--- src/pkg/dpsm_pkg.sv ---
// Constants and types for the dual-port memory host controller.
// Assumes a 20 MHz system clock and one port of the shared memory device outside.
package dpsm_pkg;
    // ==========================================================
    // Widths and mailbox addresses
    localparam int          ADDR_W        = 14;
    localparam int          DATA_W        = 16;
    localparam logic [13:0] MBOX_LEFT_ADR = 14'h3FFE;
    localparam logic [13:0] MBOX_RGHT_ADR = 14'h3FFF;
    localparam logic [15:0] FLAG_TAKE     = 16'h0000;
    localparam logic [15:0] FLAG_GIVE     = 16'h0001;
    // ==========================================================
    // Timing: each phase of an access lasts at least one 50 ns cycle
    localparam int          CLK_NS        = 50;
    localparam int          ACCESS_NS     = 20;
    localparam int          ACCESS_CYC    = ((ACCESS_NS + CLK_NS - 1) / CLK_NS < 1) ? 1 :
                                            (ACCESS_NS + CLK_NS - 1) / CLK_NS;
    localparam logic [3:0]  ACCESS_CNT    = 4'(ACCESS_CYC);
    // ==========================================================
    // Command codes and states
    typedef enum logic [1:0] {DPSM_RD, DPSM_WR, DPSM_FRD, DPSM_FWR} dpsm_cmd_t;
    typedef enum logic [2:0] {ST_IDLE, ST_SETUP, ST_STROBE, ST_HOLD, ST_DONE} dpsm_state_t;
endpackage

--- src/pkg/dpsm_pin_if.sv ---
// Pin-side bundle between the controller core and its pin driver.
// Assumes both ends share i_clock.
`timescale 1ns/100ps
interface dpsm_pin_if;
    logic        port_select_n;
    logic        flag_space_select_n;
    logic        read_write_n;
    logic        output_gate_n;
    logic        upper_lane_en_n;
    logic        lower_lane_en_n;
    logic [13:0] addr;
    logic [15:0] wdata;
    logic        drive;
    logic [15:0] rdata_sync;
    logic        wait_n_sync;
    modport core (output port_select_n, flag_space_select_n, read_write_n, output_gate_n,
                  upper_lane_en_n, lower_lane_en_n, addr, wdata, drive,
                  input rdata_sync, wait_n_sync);
    modport pins (input port_select_n, flag_space_select_n, read_write_n, output_gate_n,
                  upper_lane_en_n, lower_lane_en_n, addr, wdata, drive,
                  output rdata_sync, wait_n_sync);
endinterface

--- src/logic/dpsm_pin_sync.sv ---
// Pin stage: synchronises data and wait inputs; data outputs leave the host's flops directly.
// Assumes pins are asynchronous to i_clock.
`timescale 1ns/100ps
module dpsm_pin_sync (
    // Clock and reset
    input  wire logic        i_clock,
    input  wire logic        i_sys_rst,
    // Pins
    input  wire logic [15:0] i_data_in,
    input  wire logic        i_wait_n,
    dpsm_pin_if.pins         pin
);
    logic [15:0] data_s1_reg, data_s2_reg;
    logic        wait_s1_reg, wait_s2_reg;
    logic [15:0] data_s1_next, data_s2_next;
    logic        wait_s1_next, wait_s2_next;

    // ==========================================================
    // Two-flop synchronisers; first stage feeds only the second
    always_comb begin
        data_s1_next = i_data_in;
        data_s2_next = data_s1_reg;
        wait_s1_next = i_wait_n;
        wait_s2_next = wait_s1_reg;
    end

    always_ff @(posedge i_clock or posedge i_sys_rst) begin
        if (i_sys_rst) begin
            data_s1_reg <= 16'h0000;
            data_s2_reg <= 16'h0000;
            wait_s1_reg <= 1'b1;
            wait_s2_reg <= 1'b1;
        end else begin
            data_s1_reg <= data_s1_next;
            data_s2_reg <= data_s2_next;
            wait_s1_reg <= wait_s1_next;
            wait_s2_reg <= wait_s2_next;
        end
    end

    assign pin.rdata_sync  = data_s2_reg;
    assign pin.wait_n_sync = wait_s2_reg;
endmodule

--- src/logic/dpsm_host.sv ---
// Host controller driving one port of the shared dual-port memory.
// Assumes a user issues one command at a time and the device sits on the pins.
// Behaviour
// - Read_write_n stays high through every array or flag read.
// - Address changes only while read_write_n is high.
// - Port select stays high across flag write then flag read.
// - Slave mode wait input holds off the port's write.
// - Host never drives data while the device drives it.
// - Select combination stays stable for the write window.
`timescale 1ns/100ps
module dpsm_host (
    // Clock and reset
    input  wire logic        i_clock,
    input  wire logic        i_sys_rst,
    // User command port
    input  wire logic        i_req_valid,
    output logic             o_req_ready,
    input  wire logic [1:0]  i_req_cmd,
    input  wire logic [13:0] i_req_addr,
    input  wire logic [15:0] i_req_wdata,
    input  wire logic [1:0]  i_req_lanes,
    output logic             o_rsp_valid,
    output logic [15:0]      o_rsp_rdata,
    output logic             o_flag_owned,
    // Device pins
    output logic             o_port_select_n,
    output logic             o_flag_space_select_n,
    output logic             o_read_write_n,
    output logic             o_output_gate_n,
    output logic             o_upper_lane_en_n,
    output logic             o_lower_lane_en_n,
    output logic [13:0]      o_addr,
    input  wire logic [15:0] i_data_in,
    output logic [15:0]      o_data_out,
    output logic [15:0]      o_data_oe,
    input  wire logic        i_wait_n,
    input  wire logic        i_mbox_alert_n
);
    dpsm_pin_if pin ();

    dpsm_pin_sync u_sync (
        .i_clock   (i_clock),
        .i_sys_rst (i_sys_rst),
        .i_data_in (i_data_in),
        .i_wait_n  (i_wait_n),
        .pin       (pin)
    );

    dpsm_pkg::dpsm_state_t state_reg, state_next;
    dpsm_pkg::dpsm_cmd_t   cmd_reg, cmd_next;
    logic [13:0] addr_reg, addr_next;
    logic [15:0] wdata_reg, wdata_next;
    logic [1:0]  lanes_reg, lanes_next;
    logic [3:0]  cnt_reg, cnt_next;
    logic [15:0] rdata_reg, rdata_next;
    logic        rsp_reg, rsp_next;
    logic        owned_reg, owned_next;
    logic        cs_n_reg, cs_n_next;
    logic        sem_n_reg, sem_n_next;
    logic        rw_n_reg, rw_n_next;
    logic        oe_n_reg, oe_n_next;
    logic        ub_n_reg, ub_n_next;
    logic        lb_n_reg, lb_n_next;
    logic        drv_reg, drv_next;

    // Write commands need the wait input released before strobing
    function automatic logic is_write(input dpsm_pkg::dpsm_cmd_t c);
        return (c == dpsm_pkg::DPSM_WR) || (c == dpsm_pkg::DPSM_FWR);
    endfunction

    function automatic logic is_flag(input dpsm_pkg::dpsm_cmd_t c);
        return (c == dpsm_pkg::DPSM_FRD) || (c == dpsm_pkg::DPSM_FWR);
    endfunction

    // Alert input is left for the user to poll; nothing here acts on it
    assign o_req_ready = (state_reg == dpsm_pkg::ST_IDLE);

    // ==========================================================
    // Access sequencer: setup, strobe, hold, done
    always_comb begin
        state_next = state_reg;
        cmd_next   = cmd_reg;
        addr_next  = addr_reg;
        wdata_next = wdata_reg;
        lanes_next = lanes_reg;
        cnt_next   = cnt_reg;
        rdata_next = rdata_reg;
        rsp_next   = 1'b0;
        owned_next = owned_reg;
        cs_n_next  = cs_n_reg;
        sem_n_next = sem_n_reg;
        rw_n_next  = rw_n_reg;
        oe_n_next  = oe_n_reg;
        ub_n_next  = ub_n_reg;
        lb_n_next  = lb_n_reg;
        drv_next   = drv_reg;
        unique case (state_reg)
            dpsm_pkg::ST_IDLE: begin
                if (i_req_valid) begin
                    // address moves only with read_write_n high
                    cmd_next   = dpsm_pkg::dpsm_cmd_t'(i_req_cmd);
                    addr_next  = i_req_addr;
                    wdata_next = i_req_wdata;
                    lanes_next = i_req_lanes;
                    rw_n_next  = 1'b1;
                    state_next = dpsm_pkg::ST_SETUP;
                end
            end
            dpsm_pkg::ST_SETUP: begin
                // hold off a write while the wait input is low
                if (!(is_write(cmd_reg) && !pin.wait_n_sync)) begin
                    // flag accesses keep port select high
                    // array and flag selects never low together
                    cs_n_next  = is_flag(cmd_reg);
                    sem_n_next = !is_flag(cmd_reg);
                    // flag reads use both lanes disabled
                    ub_n_next  = is_flag(cmd_reg) ? 1'b1 : !lanes_reg[1];
                    lb_n_next  = is_flag(cmd_reg) ? 1'b1 : !lanes_reg[0];
                    rw_n_next  = 1'b1;
                    // reads keep read_write_n high and open the output gate
                    oe_n_next  = is_write(cmd_reg);
                    cnt_next   = dpsm_pkg::ACCESS_CNT;
                    state_next = dpsm_pkg::ST_STROBE;
                end
            end
            dpsm_pkg::ST_STROBE: begin
                // write overlap, drive data only on writes
                rw_n_next = !is_write(cmd_reg);
                drv_next  = is_write(cmd_reg);
                // selects stay unchanged for the strobe window
                if (cnt_reg > 4'h1) begin
                    cnt_next = cnt_reg - 4'h1;
                end else begin
                    cnt_next   = dpsm_pkg::ACCESS_CNT + 4'h1;
                    state_next = dpsm_pkg::ST_HOLD;
                end
            end
            dpsm_pkg::ST_HOLD: begin
                // End write with read_write_n, then data sampling after sync delay
                rw_n_next = 1'b1;
                if (cnt_reg > 4'h1) begin
                    cnt_next = cnt_reg - 4'h1;
                end else begin
                    rdata_next = pin.rdata_sync;
                    state_next = dpsm_pkg::ST_DONE;
                end
            end
            dpsm_pkg::ST_DONE: begin
                drv_next   = 1'b0;
                cs_n_next  = 1'b1;
                sem_n_next = 1'b1;
                oe_n_next  = 1'b1;
                ub_n_next  = 1'b1;
                lb_n_next  = 1'b1;
                rsp_next   = 1'b1;
                // token is ours when the flag reads 0
                if (cmd_reg == dpsm_pkg::DPSM_FRD) begin
                    owned_next = !rdata_reg[0];
                end
                state_next = dpsm_pkg::ST_IDLE;
            end
        endcase
    end

    // Registers only
    always_ff @(posedge i_clock or posedge i_sys_rst) begin
        if (i_sys_rst) begin
            state_reg <= dpsm_pkg::ST_IDLE;
            cmd_reg   <= dpsm_pkg::DPSM_RD;
            addr_reg  <= 14'h0000;
            wdata_reg <= 16'h0000;
            lanes_reg <= 2'h0;
            cnt_reg   <= 4'h0;
            rdata_reg <= 16'h0000;
            rsp_reg   <= 1'b0;
            owned_reg <= 1'b0;
            cs_n_reg  <= 1'b1;
            sem_n_reg <= 1'b1;
            rw_n_reg  <= 1'b1;
            oe_n_reg  <= 1'b1;
            ub_n_reg  <= 1'b1;
            lb_n_reg  <= 1'b1;
            drv_reg   <= 1'b0;
        end else begin
            state_reg <= state_next;
            cmd_reg   <= cmd_next;
            addr_reg  <= addr_next;
            wdata_reg <= wdata_next;
            lanes_reg <= lanes_next;
            cnt_reg   <= cnt_next;
            rdata_reg <= rdata_next;
            rsp_reg   <= rsp_next;
            owned_reg <= owned_next;
            cs_n_reg  <= cs_n_next;
            sem_n_reg <= sem_n_next;
            rw_n_reg  <= rw_n_next;
            oe_n_reg  <= oe_n_next;
            ub_n_reg  <= ub_n_next;
            lb_n_reg  <= lb_n_next;
            drv_reg   <= drv_next;
        end
    end

    // ==========================================================
    // Pin outputs straight from flops
    assign o_port_select_n       = cs_n_reg;
    assign o_flag_space_select_n = sem_n_reg;
    assign o_read_write_n        = rw_n_reg;
    assign o_output_gate_n       = oe_n_reg;
    assign o_upper_lane_en_n     = ub_n_reg;
    assign o_lower_lane_en_n     = lb_n_reg;
    assign o_addr                = addr_reg;
    assign o_data_out            = wdata_reg;
    assign o_data_oe             = {dpsm_pkg::DATA_W{drv_reg}};
    assign o_rsp_valid           = rsp_reg;
    assign o_rsp_rdata           = rdata_reg;
    assign o_flag_owned          = owned_reg;
    assign pin.port_select_n       = cs_n_reg;
    assign pin.flag_space_select_n = sem_n_reg;
    assign pin.read_write_n        = rw_n_reg;
    assign pin.output_gate_n       = oe_n_reg;
    assign pin.upper_lane_en_n     = ub_n_reg;
    assign pin.lower_lane_en_n     = lb_n_reg;
    assign pin.addr                = addr_reg;
    assign pin.wdata               = wdata_reg;
    assign pin.drive               = drv_reg;

    // ==========================================================
    // Checks on the host's own pin discipline
    // reads never pull read_write_n low
    property p_read_rw_high;
        @(posedge i_clock) disable iff (i_sys_rst)
        (state_reg != dpsm_pkg::ST_IDLE && !is_write(cmd_reg)) |-> rw_n_reg;
    endproperty
    a_read_rw_high: assert property (p_read_rw_high) else $error("read strobed write");

    property p_addr_stable;
        @(posedge i_clock) disable iff (i_sys_rst)
        !rw_n_reg |=> $stable(addr_reg);
    endproperty
    a_addr_stable: assert property (p_addr_stable) else $error("address moved in write");

    property p_no_dual_sel;
        @(posedge i_clock) disable iff (i_sys_rst)
        !(!cs_n_reg && !sem_n_reg);
    endproperty
    a_no_dual_sel: assert property (p_no_dual_sel) else $error("both selects low");

    property p_no_drive_read;
        @(posedge i_clock) disable iff (i_sys_rst)
        !oe_n_reg |-> !drv_reg;
    endproperty
    a_no_drive_read: assert property (p_no_drive_read) else $error("drive during read");

    property p_flag_cs_high;
        @(posedge i_clock) disable iff (i_sys_rst)
        !sem_n_reg |-> cs_n_reg && ub_n_reg && lb_n_reg;
    endproperty
    a_flag_cs_high: assert property (p_flag_cs_high) else $error("flag access with cs");

    property p_wait_blocks;
        @(posedge i_clock) disable iff (i_sys_rst)
        (state_reg == dpsm_pkg::ST_SETUP && is_write(cmd_reg) && !pin.wait_n_sync)
            |=> state_reg == dpsm_pkg::ST_SETUP;
    endproperty
    a_wait_blocks: assert property (p_wait_blocks) else $error("write past wait");

    property p_sel_stable;
        @(posedge i_clock) disable iff (i_sys_rst)
        !rw_n_reg |=> $stable(cs_n_reg) && $stable(sem_n_reg);
    endproperty
    a_sel_stable: assert property (p_sel_stable) else $error("select moved in write");

    property p_sel_before_wr;
        @(posedge i_clock) disable iff (i_sys_rst)
        $fell(rw_n_reg) |-> $past(!cs_n_reg || !sem_n_reg);
    endproperty
    a_sel_before_wr: assert property (p_sel_before_wr) else $error("select after write");

    // data driven only by write commands
    property p_drive_write_only;
        @(posedge i_clock) disable iff (i_sys_rst)
        drv_reg |-> is_write(cmd_reg);
    endproperty
    a_drive_write_only: assert property (p_drive_write_only) else $error("drive on read");
endmodule

--- config.mk ---
export PLATFORM = sky130hd
export DESIGN_NAME = dpsm_host
export DESIGN_NICKNAME = d
export VERILOG_FILES = /design/src/pkg/dpsm_pkg.sv /design/src/pkg/dpsm_pin_if.sv /design/src/logic/dpsm_pin_sync.sv /design/src/logic/dpsm_host.sv
export SDC_FILE = /design/constraint.sdc
export NUM_CORES = 1
export LEC_CHECK = 0
export BUFFER_PORTS_ARGS = -buffer_cell sky130_fd_sc_hd__buf_2
export CAP_MARGIN = 20
export CORE_MARGIN = 1.5
export CORE_UTILIZATION = 46
export CTS_CLUSTER_DIAMETER = 200
export DETAILED_ROUTE_END_ITERATION = 16
export GPL_ROUTABILITY_DRIVEN = 0
export PLACE_DENSITY = 0.85
export SLEW_MARGIN = 10
export SYNTH_ARGS = -nofsm -noshare
export SYNTH_HDL_FRONTEND = slang
export SYNTH_SLANG_ARGS = --single-unit
--- constraint.sdc ---
create_clock -name i_clock -period 8.5 [get_ports i_clock]
set_input_delay 1.7 -clock i_clock [delete_from_list [all_inputs] [get_ports i_clock]]
set_output_delay 1.7 -clock i_clock [all_outputs]
set_load 0.005 [all_outputs]
==> results of run 1 <==
==> power groups by stage <==
stage                     registers, mW  logic [mW]  clock network (mW)
after global routing              0.794       0.578               0.367
after floorplan                   0.752       0.363                   0
final                             0.766       0.516               0.336
after global placement            0.766       0.503                   0
after CTS                         0.768       0.528               0.347
after detailed placement          0.776       0.526                   0
==> routing by layer <==
layer  part of all wire [%]  wire length, µm  track usage (%)
met4                   0.91               57             5.38
met3                    6.5              408             5.42
met5                      0                0                0
met1                     41             2580             18.5
met2                     51             3190             25.5
==> cell usage after synthesis, drive strengths merged (2+ instances only) <==
library cell / count
o21ai: 7
nor2: 6
o31ai: 4
ha: 2
nand2: 7
a31oi: 2
dfstp: 8
buf: 25
mux2i: 2
nor3b: 2
inv: 7
nand2b: 4
nor3: 4
a21oi: 7
or4: 3
nor4: 2
mux2: 51
dfrtp: 92
==> worst max-delay path by stage <==
stage	endpoint	slack, ns
final	o_req_ready	5.50
after global routing	o_req_ready	5.41
after detailed placement	o_addr[12]$_DFFE_PP0P_	5.52
after CTS	o_req_ready	5.49
after floorplan	cmd_reg[0]$_DFFE_PP0P_	4.19
after global placement	o_addr[4]$_DFFE_PP0P_	5.58
==> cells by family after synthesis <==
kind of cell / Yosys count
DFF: 100
muxes: 53
and+or+nand+nor: 34
buffers and inverters: 32
AOI/OAI and AO/OA: 24
adders and majority gates: 2
xor gates and xnor gates: 1
==> layout make-up <==
class	count	area [µm²]	area share, %
clock buffers	9	124	2.74
flip-flops and latches	100	2510	55.6
clock inverters	7	105	2.33
inverters	7	28.8	0.637
well taps	102	128	2.83
multi-input cells	114	982	21.8
repair buffers	126	636	14.1
==> per-stage QoR <==
| step | cell area, µm² | instances | setup WS [ns] | utilization (%) |
|---|---|---|---|---|
| after global routing | 4520 | 465 | 5.41 | 58.4 |
| final | 4520 | 465 | 5.50 | 58.4 |
| after detailed placement | 4290 | 449 | 5.52 | 55.5 |
| after floorplan | 3690 | 246 | 4.19 | - |
| after CTS | 4520 | 465 | 5.49 | 58.4 |
| after global placement | 4290 | 449 | 5.58 | 55.5 |
==> summary.txt, run 1 <==
Drt
  – WL final: 6230 µm
  – DR vias: about 2.2k
  – Number of remaining DRC errors: 0
  – Drt wl/cell: 13.4 µm
  – Routed Antenna Nets: 0
  – Iteration count of the initial detailed-routing pass: 4
  – DR vias/cell: 4.83
  – Starting DRC count in detailed routing: 74

Setup path
  – Reg2Reg Launch Point: cnt_reg[1]$_DFFE_PP0P_
  – R2R depth: 6
  – Startpoint type of the worst setup path: register
  – CP max stage delay: roughly 0.60 ns
  – CP bufs+invs: 1
  – CP required: 6.80 ns
  – Class of the most critical setup path: register to primary output
  – RR Endpoint: o_rsp_rdata[6]$_DFFE_PP0P_
  – Worst setup path startpoint: state_reg[0]$_DFFE_PP0P_
  – Crit path DAT: around 1.3 ns
  – Kind of end point of the critical path: primary output
  – Worst path depth: 2
  – Family with the most delay on the worst path: flip-flops
  – Slowest CP cell: dfrtp_1
  – CP Cell Sequence: nor3_1, buf_2
  – Peak fanout along the critical path: 18
  – R2r setup slk: roughly 6.3 ns

STA
  – RSZ-0062 raised after global routing: false
  – Fin Setup TNS: 0 ns
  – Final period utilization: 35.3%
  – Finish-stage setup viols: 0
  – Rel. slew slack: 47.6%
  – Minimum clock period after layout: 3.00 ns
  – Final hold vios: 0
  – WHS: 0.350 ns
  – Fmax: approximately 330 MHz
  – Worst slew pin tran: 0.786 ns
  – Max-slew violation count: 0
  – Setup Skew: 0.00889 ns

Finish
  – Fillers: ~630
  – Most frequent cells in the layout: buf_2 (124), dfrtp_1 (92), mux2_1 (51)
  – Ant. Diodes: 0
  – Area delta synth->final: 22.3%
  – Layout cell share with drive strength beyond 1: 42.4%
  – Most common cell after layout, fill and taps aside: buf_2
  – Post-layout net count: a little over 400

Floorplanning
  – I/O pin count: 126
  – CORE AREA: about 7700 µm²
  – Horiz. Die Dim: between 90 and 100 µm
  – Chip Height: 92.6 µm
  – Initial Util: 47.8%
  – Row Count: 32
  – Die area: 8570 µm²

Synthesis
  – Seq/Total Area, Yosys: between 60% and 70%
  – Largest cells by area after synthesis: dfrtp_1 (62%), mux2_1 (16%), dfstp_2 (5.7%)
  – Adder-cell share of the synthesized area: 0.678%
  – Mean Syn Cell Area: 15.0 µm²
  – Ys Warns: 0
  – Xor/xnor share of the synthesized area: 0.237%
  – Ys async rst share: 100%
  – Synth Cell Area: between 3000 and 4000 µm²
  – EDFF count, synth: 0
  – Seq cells post-synth: 100
  – Post-synthesis cell type count: 35
  – Post-synthesis cell count: ~250
  – Synthesized Nets: just over 300
  – Post-synthesis mux area share: 16.1%
  – Main combinational cell family by area after synthesis: multiplexers
  – Leading area contributor after synthesis: dfrtp_1
  – Synth Area in Compound Gates: approximately 4%
  – Main synth FF type: dfrtp_1
  – Simple-Gate Fraction of Synth Area: 5.49%
  – Synth top area share: between 60 and 70%

Hold path
  – Hold endpoint: u_sync.pin.rdata_sync[6]$_DFF_PP0_
  – Hold WC Path Type: register to register
  – Hold path startpoint: u_sync.data_s1_reg[6]$_DFF_PP0_
  – Worst Hold Depth: 0

Pwr
  – LEAKAGE: approximately 2.2 nW
  – Clock power share: 20.8%
  – PwrDens: 358 nW/µm²
  – Switching power total: 0.520 mW
  – Sw Share: 32.1%
  – Combinational Power Share: around a third
  – Flop pwr share: 47.4%
  – Pwr Total: 1.62 mW
  – Max VDD drop: 152 µV
  – Pint: 1.10 mW

Place
  – IO Port Bufs: 124
  – DP Wirelength: 4410 µm

CTS
  – Hold-fix buffers at CTS: 0
  – CTS tree: built
  – TritonCTS Buffers: 9
  – H-tree depth: 3
  – Clock latency on the worst-skew pair: 0.35 ns
  – Post-CTS sizing: 0
  – Postcts setup bufs: 0
  – Maximum clock insertion buffer count: 2
  – CTS Root Cell: clkbuf_8
  – Clock sink total: 100
  – Clock-pin slew on the worst setup and hold paths: 0.10 ns

Outcome
  – Status: finished clean

Global route
  – Total congestion overflow: 0
  – Tot GR Track Use: 15.3%
  – Initial antenna violation count: 0
  – Largest net degree at the start of global routing: 66
  – Number of global-route vias before repair: between 2k and 2.5k
  – First-pass GRT wire length: ~10,000 µm

Flow run
  – Max-Cap Viols: 0
(Power assumes the default switching activity.)
==> run 2: changes to the inputs <==
- ABC_AREA: not set -> 1
- clock period: 8.5 -> 3 ns (I/O delays scaled with it)
==> run 2 against run 1 <==
Net effect: register-to-register slack got worse by 5.4 ns; first-iteration DRC count rose by 110%; synthesized cell count is 51% higher; power increased to 2.8 times the previous value; largest cell class unchanged.
==> summary.txt, run 2 <==
CTS
  – CTS Root Cell: clkbuf_8
  – Postcts setup bufs: 0
  – H-tree depth: 3
  – CTS tree: built
  – TritonCTS Buffers: 9
  – Clock latency on the worst-skew pair: 0.37 ns
  – Clock-pin slew on the worst setup and hold paths: about 0.10 ns
  – Maximum clock insertion buffer count: 2
  – Post-CTS sizing: 0
  – Clock sink total: 100
  – Hold-fix buffers at CTS: 0

Hold path
  – Hold endpoint: u_sync.wait_s1_reg$_DFF_PP1_
  – Hold path startpoint: i_wait_n
  – Hold WC Path Type: input pin to register
  – Worst Hold Depth: 1

Pwr
  – PwrDens: between 1000 and 1500 nW/µm²
  – Max VDD drop: 417 µV
  – Pwr Total: 4.60 mW
  – LEAKAGE: 2.56 nW

Finish
  – Finished Layout Cells: 589
  – Most common cell after layout, fill and taps aside: nand2_1
  – Area delta synth->final: 21.1%
  – Final core occ: about three fifths
  – Most frequent cells in the layout: nand2_1 (142), buf_2 (124), dfrtp_1 (92)
  – Layout cell share with drive strength beyond 1: 33.9%
  – Final Cell Area: around 4600 µm²
  – Post-layout net count: 539
  – Ant. Diodes: 0

Floorplanning
  – Initial Util: a little under 50%
  – Die area: 8760 µm²
  – Horiz. Die Dim: 93.6 µm
  – Row Count: 32
  – CORE AREA: 7850 µm²
  – Chip Height: 93.6 µm
  – I/O pin count: 126

STA
  – RSZ-0062 raised after global routing: false
  – WHS: approximately 0.32 ns
  – Rel. slew slack: 53.2%
  – Final hold vios: 0
  – Final period utilization: around three quarters
  – Setup Skew: 0.00746 ns
  – Fmax: 437 MHz
  – Minimum clock period after layout: 2.29 ns
  – Max-slew violation count: 0
  – Setup ws final: between 0.7 and 0.8 ns
  – Finish-stage setup viols: 0
  – Fin Setup TNS: 0 ns
  – Worst slew pin tran: about 0.7 ns

Synthesis
  – Post-synthesis cell type count: 24
  – Top-count cell post-synth: nand2_1
  – Main combinational cell family by area after synthesis: simple AND/OR/NAND/NOR gates
  – Ys Warns: 0
  – Top post-synthesis cells by count: nand2_1 (142), dfrtp_1 (92), nand3_1 (41)
  – Simple-Gate Fraction of Synth Area: 23.3%
  – EDFF count, synth: 0
  – Synth top area share: 61.0%
  – Seq/Total Area, Yosys: between 60% and 70%
  – Post-synthesis cell count: 371
  – Main synth FF type: dfrtp_1
  – Xor/xnor share of the synthesized area: 0.232%
  – Mean Syn Cell Area: 10.2 µm²
  – Adder-cell share of the synthesized area: less than 1%
  – Post-synthesis mux area share: 0%
  – Synthesized Nets: 428
  – Synth Area in Compound Gates: 2.05%
  – Seq cells post-synth: 100
  – Leading area contributor after synthesis: dfrtp_1
  – Largest cells by area after synthesis: dfrtp_1 (61%), nand2_1 (14%), dfstp_2 (5.6%)
  – Ys async rst share: 100%
  – Synth Cell Area: 3780 µm²

Setup path
  – R2r setup slk: 0.90 ns
  – Peak fanout along the critical path: 24
  – Crit path DAT: ~1.7 ns
  – Startpoint type of the worst setup path: register
  – Kind of end point of the critical path: primary output
  – Reg2Reg Launch Point: state_reg[1]$_DFFE_PP0P_
  – CP required: 2.40 ns
  – RR Endpoint: cmd_reg[0]$_DFFE_PP0P_
  – Class of the most critical setup path: register to primary output
  – R2R depth: 6

Drt
  – Routed Antenna Nets: 0
  – DR vias: 2,822
  – WL final: 7370 µm
  – Iteration count of the initial detailed-routing pass: 4
  – Starting DRC count in detailed routing: 153
  – Drt wl/cell: 12.5 µm
  – DR vias/cell: 4.79
  – Number of remaining DRC errors: 0

Global route
  – Number of global-route vias before repair: around 2.8k
  – First-pass GRT wire length: approximately 12,000 µm
  – Largest net degree at the start of global routing: 39
  – Initial antenna violation count: 0
  – Tot GR Track Use: 18.2%
  – Total congestion overflow: 0

Place
  – DP Wirelength: 5250 µm
  – Cell area after placement: between 4000 and 5000 µm²
  – Setup WS pre-CTS: 0.954 ns
  – Dpl cells: 573
  – IO Port Bufs: 124

Flow run
  – Max-Cap Viols: 0

Outcome
  – Status: finished clean
## run 2: worst max path at each step
stage,slack [ns],endpoint,startpoint,cells past startpoint
after floorplan,1.22,cmd_reg[0]$_DFFE_PP0P_,i_sys_rst,1
after global placement,1.00,cmd_reg[1]$_DFFE_PP0P_,state_reg[1]$_DFFE_PP0P_,6
after detailed placement,0.95,cmd_reg[0]$_DFFE_PP0P_,state_reg[1]$_DFFE_PP0P_,6
after CTS,0.71,o_req_ready,state_reg[1]$_DFFE_PP0P_,4
after global routing,0.58,o_req_ready,state_reg[1]$_DFFE_PP0P_,4
final,0.71,o_req_ready,state_reg[1]$_DFFE_PP0P_,4
## run 2: cell type report
type / count / area, µm²
fillers: 680 / 3270
flip-flops and latches: 100 / 2510
multi-input cells: 223 / 991
repair buffers: 129 / 671
well taps: 102 / 128
clock buffers: 9 / 124
inverters: 19 / 77.6
clock inverters: 7 / 71.3
## run 2: cells by family (layout without fill, tap and decap cells)
| family | Yosys count | after routing |
|---|---|---|
| AND/OR/NAND/NOR | 206 | 206 |
| adder cells (fa/ha/maj) | 2 | 2 |
| buffers and inverters | 48 | 164 |
| XOR/XNOR | 1 | 1 |
| flip-flops | 100 | 100 |
| AO/OA/AOI/OAI | 14 | 14 |
## run 2: critical path, stage by stage, from the launching register on
cell and delay (ns):
dfrtp_1 0.44, nor2_1 0.18, inv_2 0.07, nor2_4 0.42, buf_2 0.21
## run 2: report_power, final
part	switching (mW)	internal, mW	leakage [nW]
Sequential	0.265	1.80	1.21
Combinational	1.01	0.680	1.25
Clock	0.513	0.332	0.102
Total	1.79	2.81	2.56
## run 2: routing by layer
layer	global-route usage, %	wire length (µm)
met4	7.46	147
met3	4.47	376
met1	21.2	3070
met5	0	0
met2	32.2	3770
==> run 3: changes to the inputs <==
- ABC_AREA: 1 -> 0
- CORE_UTILIZATION: 46 -> 45
- PLACE_DENSITY: 0.85 -> 0.87
- clock period: 3 -> 1.85 ns (I/O delays scaled with it)
==> run 3 against run 2 <==
Net effect: sequential power rose by 69%; combinational power up 57%; non-clock buffer count is 3 higher; critical path type unchanged.
==> summary.txt, run 3 (synthesis results as in run 1) <==
STA
  – RSZ-0062 raised after global routing: false
  – Fmax: 579 MHz
  – Final hold vios: 0
  – WHS: approximately 0.093 ns
  – Max-slew violation count: 0
  – Rel. slew slack: 74.8%
  – Finish-stage setup viols: 0
  – Fin Setup TNS: 0 ns
  – Final period utilization: 93.4%
  – Setup Skew: 0.0130 ns
  – Worst slew pin tran: 0.379 ns
  – Minimum clock period after layout: 1.73 ns
  – Setup ws final: 0.122 ns

Setup path
  – Kind of end point of the critical path: primary output
  – Peak fanout along the critical path: 10
  – Startpoint type of the worst setup path: register
  – CP max stage delay: 0.52 ns
  – RR Endpoint: o_rsp_rdata[10]$_DFFE_PP0P_
  – R2r setup slk: 0.14 ns
  – CP bufs+invs: 2
  – CP required: 1.48 ns
  – Class of the most critical setup path: register to primary output
  – Slowest CP cell: dfrtp_1
  – Family with the most delay on the worst path: flip-flops
  – R2R depth: 7
  – CP Cell Sequence: buf_4, nor3_1, buf_2
  – Crit path DAT: 1.36 ns
  – Reg2Reg Launch Point: cnt_reg[1]$_DFFE_PP0P_

Drt
  – WL final: 6500 µm
  – Routed Antenna Nets: 0
  – Iteration count of the initial detailed-routing pass: 4
  – Drt wl/cell: 13.8 µm
  – Starting DRC count in detailed routing: 35
  – Number of remaining DRC errors: 0
  – DR vias: 2,255
  – DR vias/cell: 4.79

Finish
  – Area delta synth->final: 24.9%
  – Final core occ: 58.7%
  – Most common cell after layout, fill and taps aside: buf_2
  – Finished Layout Cells: ~470
  – Ant. Diodes: 0
  – Layout cell share with drive strength beyond 1: between 40 and 50%
  – Most frequent cells in the layout: buf_2 (124), dfrtp_1 (92), mux2_1 (51)
  – Post-layout net count: 421

Global route
  – GR Layer Usage met1: 18.5%
  – Largest net degree at the start of global routing: 72
  – Tot GR Track Use: 15.4%
  – Met3 usage: 4.47%
  – Total congestion overflow: 0
  – Busiest layer in global routing: met2
  – Initial antenna violation count: 0
  – Global Route met2 Usage: a little over a quarter
  – Number of global-route vias before repair: 2,233
  – First-pass GRT wire length: between 10,000 and 15,000 µm

Place
  – Dpl cells: 455
  – Setup WS pre-CTS: 0.0545 ns
  – IO Port Bufs: around 120
  – DP Wirelength: 4570 µm

CTS
  – Post-CTS sizing: 0
  – Maximum clock insertion buffer count: 2
  – CTS Root Cell: clkbuf_8
  – Clock latency on the worst-skew pair: about 0.36 ns
  – Postcts setup bufs: 0
  – Clock sink total: 100
  – H-tree depth: 3
  – TritonCTS Buffers: 9
  – Clock-pin slew on the worst setup and hold paths: 0.11 ns
  – Hold-fix buffers at CTS: 0
  – CTS tree: built

Outcome
  – Status: finished clean

Floorplanning
  – Initial Util: 47.0%
  – I/O pin count: 126
  – Horiz. Die Dim: 93.6 µm
  – Chip Height: 93.6 µm
  – Row Count: 32
  – CORE AREA: 7850 µm²
  – Die area: 8750 µm²

Pwr
  – PwrDens: 1630 nW/µm²
  – Max VDD drop: 880 µV
  – LEAKAGE: 2.22 nW

Flow run
  – Max-Cap Viols: 0

Hold path
  – Hold WC Path Type: input pin to async pin
==> run 3: changes by cell type in the layout (fill, tap and decap cells not counted), moves of 4 or more <==
| cell | delta |
|---|---|
| nand2b_1 | +4 |
| nand2_1 | -135 |
| nand3_1 | -40 |
| inv_1 | -8 |
| o31ai_1 | +4 |
| mux2_1 | +51 |
| nor2_1 | -7 |
==> run 3: per-layer routing <==
layer / vias to the layer above / part of all wire [%]
met2: 87 / 50
met1: 1100 / 42
met4: 0 / 1.1
met3: 8 / 7.2
li1: 1060 / -
met5: - / 0
==> run 3: metrics by stage <==
stage | instance area [µm²] | power, mW
4_1_cts | 4570 | 7.53
3_5_place_dp | 4370 | 6.14
6_report | 4610 | 7.52
3_3_place_gp | 4370 | 5.97
5_1_grt | 4610 | 8.08
2_1_floorplan | 3690 | 5.12
==> run 3: worst min-delay path, cell delays in order <==
cell and delay [ns]:
buf_2 0.11, clkinvlp_4 0.08, buf_12 0.31
==> run 3: power by group <==
| part | internal, mW | total, mW | switching, mW |
|---|---|---|---|
| combinational | 1.44 | 2.66 | 1.22 |
| clock | 0.568 | 1.38 | 0.809 |
| sequential | 2.98 | 3.48 | 0.497 |
| total | 4.99 | 7.52 | 2.53 |
==> run 3: worst max path at each step <==
stage | end | cells past startpoint | from
floorplan | o_rsp_rdata[0]$_DFFE_PP0P_ | 8 | cnt_reg[0]$_DFFE_PP0P_
global placement | o_rsp_rdata[14]$_DFFE_PP0P_ | 7 | cnt_reg[0]$_DFFE_PP0P_
detailed placement | o_rsp_rdata[10]$_DFFE_PP0P_ | 7 | cnt_reg[0]$_DFFE_PP0P_
CTS | o_rsp_rdata[10]$_DFFE_PP0P_ | 7 | cnt_reg[1]$_DFFE_PP0P_
global route | o_req_ready | 3 | state_reg[0]$_DFFE_PP0P_
finish | o_req_ready | 3 | state_reg[0]$_DFFE_PP0P_
==> run 3: cell type report <==
class                      count  area (µm²)
tap                          102         128
timing repair buffer         132         718
clock buffer                  10         138
multi-input combinational    114        1020
clock inverter                 6        66.3
sequential                   100        2510
fill                         666        3240
inverter                       7        30.0
